**config.mk**
```make
export PLATFORM = sky130hd
export DESIGN_NAME = cptg_gate
export DESIGN_NICKNAME = d
export VERILOG_FILES = /design/src/cptg_pkg.sv /design/src/cptg_gate.sv
export SDC_FILE = /design/constraint.sdc
export NUM_CORES = 1
export LEC_CHECK = 0
export BUFFER_PORTS_ARGS = -buffer_cell sky130_fd_sc_hd__buf_4
export CELL_PAD_IN_SITES_DETAIL_PLACEMENT = 0
export CELL_PAD_IN_SITES_GLOBAL_PLACEMENT = 1
export CORE_MARGIN = 2
export CORE_UTILIZATION = 39
export DETAILED_ROUTE_END_ITERATION = 8
export PLACE_DENSITY_LB_ADDON = 0.1
export SYNTH_ARGS = -nofsm -noshare
export SYNTH_HDL_FRONTEND = slang
export SYNTH_SLANG_ARGS = --single-unit
```
**constraint.sdc**
```tcl
create_clock -name clk_sys_in -period 2.33 [get_ports clk_sys_in]
set_input_delay 0.3495 -clock clk_sys_in [delete_from_list [all_inputs] [get_ports clk_sys_in]]
set_output_delay 0.3495 -clock clk_sys_in [all_outputs]
set_load 0.01 [all_outputs]
```
**src/cptg_pkg.sv**
```systemverilog
package cptg_pkg;

   ////////////////////////////////////////////////////////////////////////////////
   // Register map, one aligned 32-bit word each.
   localparam logic [7:0] PRIO_CTRL_OFFSET = 8'h00;
   localparam logic [7:0] DMA_LEVEL_OFFSET = 8'h04;
   localparam logic [7:0] STATUS_OFFSET    = 8'h08;
   localparam logic [7:0] SRC_CLEAR_OFFSET = 8'h0C;

   // Field positions inside priority_control_reg.
   localparam int CPU_LEVEL_LSB  = 0;
   localparam int XFER_LEVEL_LSB = 4;
   localparam int GATE_EN_BIT    = 8;
   localparam int AUTO_SEL_BIT   = 9;

   // Field spacing of the per-channel DMA levels.
   localparam int DMA_FIELD_STRIDE = 4;

   // Values after reset.
   localparam logic [2:0] LEVEL_RESET    = 3'h0;
   localparam logic       GATE_EN_RESET  = 1'h0;
   localparam logic       AUTO_SEL_RESET = 1'h0;

   // Acceptance block and mask effect delay after a mask update, in system clock states.
   localparam int MASK_BLOCK_STATES = 3;
   localparam int MASK_EFFECT_DELAY = 2;

   localparam logic [31:0] UNMAPPED_READ = 32'h0000_0000;

   ////////////////////////////////////////////////////////////////////////////////
   // Interrupt control modes.
   typedef enum logic {
      CTRL_MODE_0,
      CTRL_MODE_2
   } cptg_mode_t;

   // Per-cycle CPU execution status.
   typedef struct packed {
      logic       mask_op_done;
      logic       block_move_byte;
      logic       block_move_word;
      logic       xfer_cycle_end;
      logic       string_move;
      logic       instr_end;
   } cptg_cpu_status_t;

   // Acceptance decision toward the CPU core.
   typedef struct packed {
      logic       accept_allowed;
      logic       nmi_allowed;
      logic       save_current_pc;
   } cptg_accept_t;

endpackage

```
**src/cptg_gate.sv**
```systemverilog
`timescale 1ns/1ps

// Summary of operation
// Separate CPU, transfer and DMA levels
// Gate off enables every transfer request
// Hold transfer request while CPU level higher
// Hold DMA channel while CPU level higher
// Channels at or above CPU keep running
// One transfer level for all sources
// Auto select mirrors CPU mask
// Manual select allows software writes
// Mode 0 maps single mask bit high
// Mode 2 copies three mask bits
// Clear takes effect after instruction ends
// Higher pending request wins clear conflict
// Late request does both transfer and exception
// Mask instruction blocks all interrupts next
// New mask bit valid two states later
// Three-state block and register write block
// Byte block move blocks all interrupts
// Word block move breaks after transfer cycle
// String move saves its own address
// Transfer access clears selected sources
// Software gives equal transfer and DMA levels
// Software reads flag back after clearing
// Software keeps CPU level not above transfers
// Unsigned compare every cycle
module cptg_gate
   import cptg_pkg::*;
#(
   parameter int DMA_CHANNELS = 4,
   parameter int SRC_COUNT    = 8
) (
   // Clock and reset.
   input  wire  logic                    clk_sys_in,
   input  wire  logic                    reset_in,
   // APB slave.
   input  wire  logic                    psel_in,
   input  wire  logic                    penable_in,
   input  wire  logic                    pwrite_in,
   input  wire  logic [7:0]              paddr_in,
   input  wire  logic [31:0]             pwdata_in,
   output logic       [31:0]             prdata_out,
   output logic                          pready_out,
   output logic                          pslverr_out,
   // CPU core mask and status.
   input  wire  cptg_mode_t              ctrl_mode_in,
   input  wire  logic                    ccr_mask_bit_in,
   input  wire  logic [2:0]              extended_mask_bits_in,
   input  wire  cptg_cpu_status_t        cpu_status_in,
   // Raw activation requests.
   input  wire  logic                    xfer_request_in,
   input  wire  logic [DMA_CHANNELS-1:0] dma_request_in,
   // Transfer side register accesses of designated sources.
   input  wire  logic [SRC_COUNT-1:0]    xfer_src_access_in,
   // Gated activations, CPU acceptance and source clears.
   output logic                          xfer_activate_out,
   output logic [DMA_CHANNELS-1:0]       dma_activate_out,
   output cptg_accept_t                  accept_out,
   output logic [SRC_COUNT-1:0]          src_clear_out
);

   ////////////////////////////////////////////////////////////////////////////////
   // State.
   typedef struct packed {
      logic [2:0]                    cpu_level;
      logic [2:0]                    xfer_level;
      logic                          gate_en;
      logic                          auto_sel;
      logic [DMA_CHANNELS-1:0][2:0]  dma_level;
      logic [SRC_COUNT-1:0]          src_clear_sel;
      logic [1:0]                    block_cnt;
      logic [1:0]                    effect_cnt;
      logic [2:0]                    mask_shadow;
      logic                          byte_move_busy;
      logic                          xfer_act;
      logic [DMA_CHANNELS-1:0]       dma_act;
      cptg_accept_t                  accept;
      logic [SRC_COUNT-1:0]          src_clear;
      logic [31:0]                   rdata;
      logic                          rd_done;
   } cptg_state_t;

   cptg_state_t state_reg;
   cptg_state_t state_next;

   // Returns one when the CPU level holds a request at the given level.
   function automatic logic held_by_cpu(input logic [2:0] cpu_lvl,
                                        input logic [2:0] req_lvl,
                                        input logic       gate);
      held_by_cpu = gate && (cpu_lvl > req_lvl);
   endfunction

   logic       access;
   logic       wr;
   logic       reg_write_active;
   logic [2:0] mask_now;

   assign access           = psel_in && penable_in;
   assign wr               = access && pwrite_in;
   assign reg_write_active = psel_in && pwrite_in;

   ////////////////////////////////////////////////////////////////////////////////
   // Next state.
   always_comb begin
      state_next = state_reg;

      // Live mask as the CPU would present it.
      if (ctrl_mode_in == CTRL_MODE_0) begin
         mask_now = {ccr_mask_bit_in, 2'b00};
      end else begin
         mask_now = extended_mask_bits_in;
      end

      // The mirror goes first so that a write with the select bit clear takes the field.
      if (state_reg.auto_sel) begin
         state_next.cpu_level = state_reg.mask_shadow;
      end

      // Register writes land on the APB access edge.
      if (wr) begin
         unique case (paddr_in)
            PRIO_CTRL_OFFSET: begin
               if (!pwdata_in[AUTO_SEL_BIT]) begin
                  state_next.cpu_level = pwdata_in[CPU_LEVEL_LSB +: 3];
               end
               state_next.xfer_level = pwdata_in[XFER_LEVEL_LSB +: 3];
               state_next.gate_en    = pwdata_in[GATE_EN_BIT];
               state_next.auto_sel   = pwdata_in[AUTO_SEL_BIT];
            end
            DMA_LEVEL_OFFSET: begin
               for (int i = 0; i < DMA_CHANNELS; i++) begin
                  state_next.dma_level[i] = pwdata_in[i*DMA_FIELD_STRIDE +: 3];
               end
            end
            SRC_CLEAR_OFFSET: begin
               state_next.src_clear_sel = pwdata_in[SRC_COUNT-1:0];
            end
            default: begin
            end
         endcase
      end

      // A mask update starts the acceptance block and the effect delay.
      if (cpu_status_in.mask_op_done) begin
         state_next.block_cnt  = 2'(MASK_BLOCK_STATES);
         state_next.effect_cnt = 2'(MASK_EFFECT_DELAY);
      end else begin
         if (state_reg.block_cnt != 2'h0) begin
            state_next.block_cnt = state_reg.block_cnt - 2'h1;
         end
         if (state_reg.effect_cnt != 2'h0) begin
            state_next.effect_cnt = state_reg.effect_cnt - 2'h1;
         end
      end

      // The mirrored mask only follows once the effect delay has run out.
      if (state_reg.effect_cnt == 2'h0 && !cpu_status_in.mask_op_done) begin
         state_next.mask_shadow = mask_now;
      end

      state_next.byte_move_busy = cpu_status_in.block_move_byte;

      // Gating, recomputed every cycle from the registered levels.
      state_next.xfer_act = xfer_request_in &&
         !held_by_cpu(state_reg.cpu_level, state_reg.xfer_level,
                      state_reg.gate_en);
      for (int i = 0; i < DMA_CHANNELS; i++) begin
         state_next.dma_act[i] = dma_request_in[i] &&
            !held_by_cpu(state_reg.cpu_level, state_reg.dma_level[i],
                         state_reg.gate_en);
      end

      // Acceptance: the CPU core samples it only at instruction or cycle ends,
      // so enables cleared inside an instruction still let it finish first.
      state_next.accept.nmi_allowed = !cpu_status_in.mask_op_done &&
         (state_reg.block_cnt == 2'h0) &&
         !cpu_status_in.block_move_byte;
      state_next.accept.accept_allowed = state_next.accept.nmi_allowed &&
         !reg_write_active &&
         (cpu_status_in.instr_end ||
          (cpu_status_in.block_move_word && cpu_status_in.xfer_cycle_end) ||
          (cpu_status_in.string_move && cpu_status_in.xfer_cycle_end));
      state_next.accept.save_current_pc = cpu_status_in.string_move &&
         cpu_status_in.xfer_cycle_end;

      state_next.src_clear = xfer_src_access_in & state_reg.src_clear_sel;

      // Read data is registered, so reads answer one cycle into the access phase.
      state_next.rd_done = access && !pwrite_in && !state_reg.rd_done;
      state_next.rdata   = UNMAPPED_READ;
      if (access && !pwrite_in) begin
         unique case (paddr_in)
            PRIO_CTRL_OFFSET: begin
               state_next.rdata[CPU_LEVEL_LSB +: 3]  = state_reg.cpu_level;
               state_next.rdata[XFER_LEVEL_LSB +: 3] = state_reg.xfer_level;
               state_next.rdata[GATE_EN_BIT]         = state_reg.gate_en;
               state_next.rdata[AUTO_SEL_BIT]        = state_reg.auto_sel;
            end
            DMA_LEVEL_OFFSET: begin
               for (int i = 0; i < DMA_CHANNELS; i++) begin
                  state_next.rdata[i*DMA_FIELD_STRIDE +: 3] = state_reg.dma_level[i];
               end
            end
            STATUS_OFFSET: begin
               state_next.rdata[0]                = state_reg.xfer_act;
               state_next.rdata[1]                = state_reg.accept.accept_allowed;
               state_next.rdata[8 +: DMA_CHANNELS] = state_reg.dma_act;
            end
            SRC_CLEAR_OFFSET: begin
               state_next.rdata[SRC_COUNT-1:0] = state_reg.src_clear_sel;
            end
            default: begin
            end
         endcase
      end
   end

   ////////////////////////////////////////////////////////////////////////////////
   // Registers.
   always_ff @(posedge clk_sys_in) begin
      if (reset_in) begin
         state_reg            <= '0;
         state_reg.cpu_level  <= LEVEL_RESET;
         state_reg.xfer_level <= LEVEL_RESET;
         state_reg.gate_en    <= GATE_EN_RESET;
         state_reg.auto_sel   <= AUTO_SEL_RESET;
      end else begin
         state_reg <= state_next;
      end
   end

   ////////////////////////////////////////////////////////////////////////////////
   // Outputs.
   assign xfer_activate_out = state_reg.xfer_act;
   assign dma_activate_out  = state_reg.dma_act;
   assign accept_out        = state_reg.accept;
   assign src_clear_out     = state_reg.src_clear;

   assign prdata_out  = state_reg.rdata;
   assign pready_out  = pwrite_in ? access : state_reg.rd_done;
   assign pslverr_out = 1'b0;

endmodule

```
Word-level counts from Yosys, hierarchy flattened
Index checks and enable logic that the tools add are counted.
Widths: inputs -> output; s select.
{ "totals": {"reg_bits": 84, "latch_bits": 0, "mem_bits_rw": 0, "rom_bits": 0, "out_inout_bits": 50, "wordCells": 105, "memories": 0} }
{ "op_classes": {"add_sub_neg": 2, "n_mul": 0, "n_div": 0, "n_lt_le_gt_ge": 5, "eq_ne": 3, "n_shift": 0, "n_mux": 16, "bitwise": 5, "reduce_logical": 49} }
{ "ops": {"columns": ["cell", "n"], "rows": [
  ["$mux 28", 1],
  ["$logic_and 1x1->1", 22],
  ["$eq 8x4->1 const B", 2],
  ["$mux 8", 2],
  ["$gt 3x3->1", 5],
  ["$mux 12", 1],
  ["$logic_not 1->1", 10],
  ["$mux 3", 3],
  ["$pmux 3 s3", 1],
  ["$reduce_or 3->1", 3],
  ["$and 8x8->8", 1],
  ["$eq 8x3->1 const B", 1],
  ["$logic_not 8->1", 1],
  ["$pmux 2 s4", 1],
  ["$reduce_bool 2->1", 4],
  ["$pmux 2 s3", 1],
  ["$reduce_and 2->1", 3],
  ["$logic_not 2->1", 2],
  ["$mux 2", 2],
  ["$mux 4", 1],
  ["$not 1->1", 4],
  ["$reduce_or 2->1", 2],
  ["$sub 2x1->2 const B", 2],
  ["$pmux 1 s3", 1],
  ["3 further kinds", 4]
]} }

Longest topological paths before layout
{ "logic_depth": {"word_depth": 5, "ltp_mapped": 6, "mapped_depth_nobuf": 6} }

Worst setup path before layout
OpenSTA, ideal clock, no wires.
{ "synth_timing": {"path_kind": "input -> register", "start": "input port paddr_in[3]", "end": "register state_reg (netlist bit prdata_out[4])", "t_arrival_ns": 1.436, "slack_ns": 0.772, "cell_stages": 5, "path_buffers": 2, "path_cell_list": "clkbuf_1 -> clkbuf_1 -> mux2_2 -> a22oi_1 -> nor2_1"} }
{ "synth_via": {"elab_chain_len": 2, "elab_cells_between_ends": 4} }
{ "synth_rtl": {"columns": ["item", "line_no", "text"], "rows": [
  ["start: declaration", "cptg_gate.sv:41", "input wire logic [7:0] paddr_in,"],
  ["$eq 8x4->1 (tied with other cells)", "cptg_gate.sv:193", "unique case (paddr_in)"],
  ["$pmux 3 s3 *", "cptg_gate.sv:193", null],
  ["end signal: assignment", "cptg_gate.sv:229", "state_reg <= state_next;"],
  ["end: declaration", "cptg_gate.sv:84", "cptg_state_t state_reg;"]
]} }
Mark *: on every way between the ends. The rest lies on a longest branch, timed or not.
A chain may end at the register's enable or synchronous reset.

Worst setup path in the final report
{ "layout_timing": {"start": "register state_reg[83] (netlist bit)", "end": "register state_reg (netlist bit xfer_activate_out)"} }
{ "layout_via": {"elab_chain_len": 4} }
{ "layout_rtl": {"columns": ["item", "line_no", "text"], "rows": [
  ["$gt 3x3->1", "cptg_gate.sv:91", "held_by_cpu = gate && (cpu_lvl > req_lvl);"],
  ["$logic_and 1x1->1", "cptg_gate.sv:91", null],
  ["$logic_not 1->1", "cptg_gate.sv:166", "!held_by_cpu(state_reg.cpu_level, state_reg.xfer_level,"],
  ["$logic_and 1x1->1", "cptg_gate.sv:165", "state_next.xfer_act = xfer_request_in &&"]
]} }
No other way between the ends.

==> impl_metrics.toml <==
[detailed_routing]
antenna_left = 0
dr.pass1.iters = 4
wl_per_cell_um = 13.3
viasPerCell = 4.62
drc_errors = 0
initialDrtViolationCount = 68
vias = 2324
drt-total-wl_um = 6690

[setup_path]
r2r-start = "state_reg[83]"
worstPathArrival_ps = 1810
rr_endpoint = "xfer_activate_out"
cp_max_fo = 7
crit_path_start_kind = "flip-flop"
end_kind = "flip-flop"
crit_required_ps = 2560
path_class = "flip-flop to flip-flop"
reg2reg_slack_ps = 750
reg2regPathDepth = 5

[finish]
nFillCells = 791
final_area_um2 = 3780
area_growth_pct = 19.1
drive_above_1_share = 0.262
num_antenna_cells = 0
nNetsFinal = 482
largest_register_ffs = 36

[die]
top_level_ports = 119
start_util = 0.406
die_y_um = 94.2
core_um2 = 7810
die-area_um2 = 8870
die_w_um = 94.2
core.rowCount = 32

[sta]
setup_slack_ps = 750
max_freq_mhz = 633
final_hold_viol_count = 0
max_slew_margin = 0.607
tightestPinTransition_ps = 585
rsz0062_at_grt = "no"
slew_viol_final = 0
min_period_ps = 1580
min_period_over_period = 0.678
finalSetupViolations = 0
finalClockSkew_ps = 7.42
fin_tns_setup_ps = 0

[power_and_ir_drop]
combPwrFrac = 0.079
leakagePower_nw = 1.88
power_density_nw_per_um2 = 614
swShare = 0.225
peakVddDrop_mv = 0.253
clkPwrFrac = 0.417
power_w = 0.00232
pwr-share-seq = 0.503
internal-power_w = 0.00180
power_switching_w = 0.000522

[clock_tree]
cts_setup_buffers = 0
cts-resized-gates = 0
cts.reportedPaths.clkPinSlew_ps = 70
clkSinkCount = 67
tritoncts = "yes"
root_buffer = "clkbuf_8"
cts_inserted_buffers = 9
clk_path_buf_depth = 2
clkLatencyLatePin_ps = 340
cts_hold_buf = 0
cts_htree_levels = 3

[synthesis]
yosysMostFrequentCell = "dfxtp_1"
avgSynthCellArea_um2 = 9.20
synth_edf_count = 0
ys_top_cells_by_area = "dfxtp_1 (42%), buf_4 (12%), mux2i_1 (10%)"
synth_area_um2 = 3170
yosysSeqAreaShare = 0.423
synth_seq_cells = 67
synth_cells = 345
ys.flop_type = "dfxtp_1"
synth_top_area_share = 0.423
synth_top_cell_by_area = "dfxtp_1"
yosys-top-cells-count = "dfxtp_1 (67), nor2_1 (54), buf_4 (49)"
async_flop_share = 0
synth_warnings = 0
ys_types = 32

[worst_hold_path]
min_from = "cpu_status_in[4]"
whs_path_depth = 2
hold_path.class = "primary input to flip-flop"
holdPathEnd = "accept_out[1]"

[grt]
grt_start_max_net_pins = 54
use_met3 = 0.0417
grt_pass1_vias = 2198
track_usage = 0.161
grt-busiest-layer = "met2"
met2_usage = 0.254
use_met1 = 0.202
antenna_found_initial = 0
grt_overflow = 0
grt_pass1_wl_um = 10800

[job]
drv_cap = 0

[placed_design]
placed_area_um2 = 3590
place.gp.congestion = 0.764
dp_hpwl_um = 4850
dpl_worst_slack_ps = 450
port_buffers = 82

[outcome]
status = "completed"
layer usage:
layer / part of all wire / routed length [µm] / vias up
met2: 0.47 / 3150 / 66
li1: - / - / 1194
met4: 0.023 / 157 / 0
met3: 0.054 / 359 / 12
met1: 0.45 / 3030 / 1052
met5: 0 / 0 / -
cell usage in the layout (no fill, tap or decap), types with 2 or more instances in the layout:
master    instances
a21oi_1           6
a22oi_1           5
a311oi_1          5
and2_1            3
and3_1            7
buf_4            84
clkbuf_1          2
clkbuf_8         11
conb_1           18
dfxtp_1          67
ha_1             16
inv_1            20
mux2_2            3
mux2i_1          32
mux4_2            2
nand2_1          19
nand2b_1          5
nand3_1           7
nand4_1           3
nor2_1           54
nor2b_1           7
nor3_1            2
nor4b_1           2
o21ai_0          10
logic make-up after synthesis:
| group | count (synthesis) | share of synthesized area |
|---|---|---|
| compound gates | 28 | 0.0556 |
| xor+xnor | 1 | 0.00276 |
| fa+ha+maj | 16 | 0.0631 |
| buf+inv | 80 | 0.153 |
| flops | 67 | 0.423 |
| mux | 37 | 0.126 |
| other cells | 1 | 0.00118 |
| simple gates | 115 | 0.176 |
worst max-delay path, stage by stage (launching register included):
cell and delay, ps:
dfxtp_1 530, ha_1 310, nor2b_1 130, o21ai_0 140, nand2b_1 70, a311oi_1 300
worst max path at each step:
| stage | start | endpoint | slack, ps | depth (start not counted) |
|---|---|---|---|---|
| global route | state_reg[83] | xfer_activate_out | 600 | 5 |
| global placement | paddr_in[7] | state_reg[62] | 510 | 5 |
| detailed placement | paddr_in[7] | prdata_out[9] | 450 | 5 |
| floorplan | paddr_in[3] | prdata_out[4] | 770 | 5 |
| finish | state_reg[83] | xfer_activate_out | 750 | 5 |
| CTS | state_reg[83] | xfer_activate_out | 710 | 5 |
final cells by class:
| class | instances | area [µm²] | share of cell area |
|---|---|---|---|
| clock buffers | 13 | 159 | 0.0420 |
| clock inverters | 2 | 35.0 | 0.00927 |
| inverters | 20 | 75.1 | 0.0199 |
| multi-input cells | 215 | 1410 | 0.373 |
| flip-flops and latches | 67 | 1340 | 0.355 |
| well taps | 102 | 128 | 0.0338 |
| repair buffers | 84 | 631 | 0.167 |
power by group through the flow:
stage	logic [W]	registers, W	clock network [W]
after floorplan	0.000114	0.00119	0
after global placement	0.000184	0.00119	0
after detailed placement	0.000186	0.00119	0
after CTS	0.000187	0.00117	0.000997
after global routing	0.000204	0.00117	0.00105
final	0.000184	0.00117	0.000968
metrics by stage:
stage / instances / hold slack, ps / util
floorplan: 362 / 400 / -
global placement: 488 / 411 / 0.459
detailed placement: 488 / 415 / 0.459
CTS: 503 / 172 / 0.484
global route: 503 / 167 / 0.484
finish: 503 / 183 / 0.484
(Power assumes the default switching activity.)
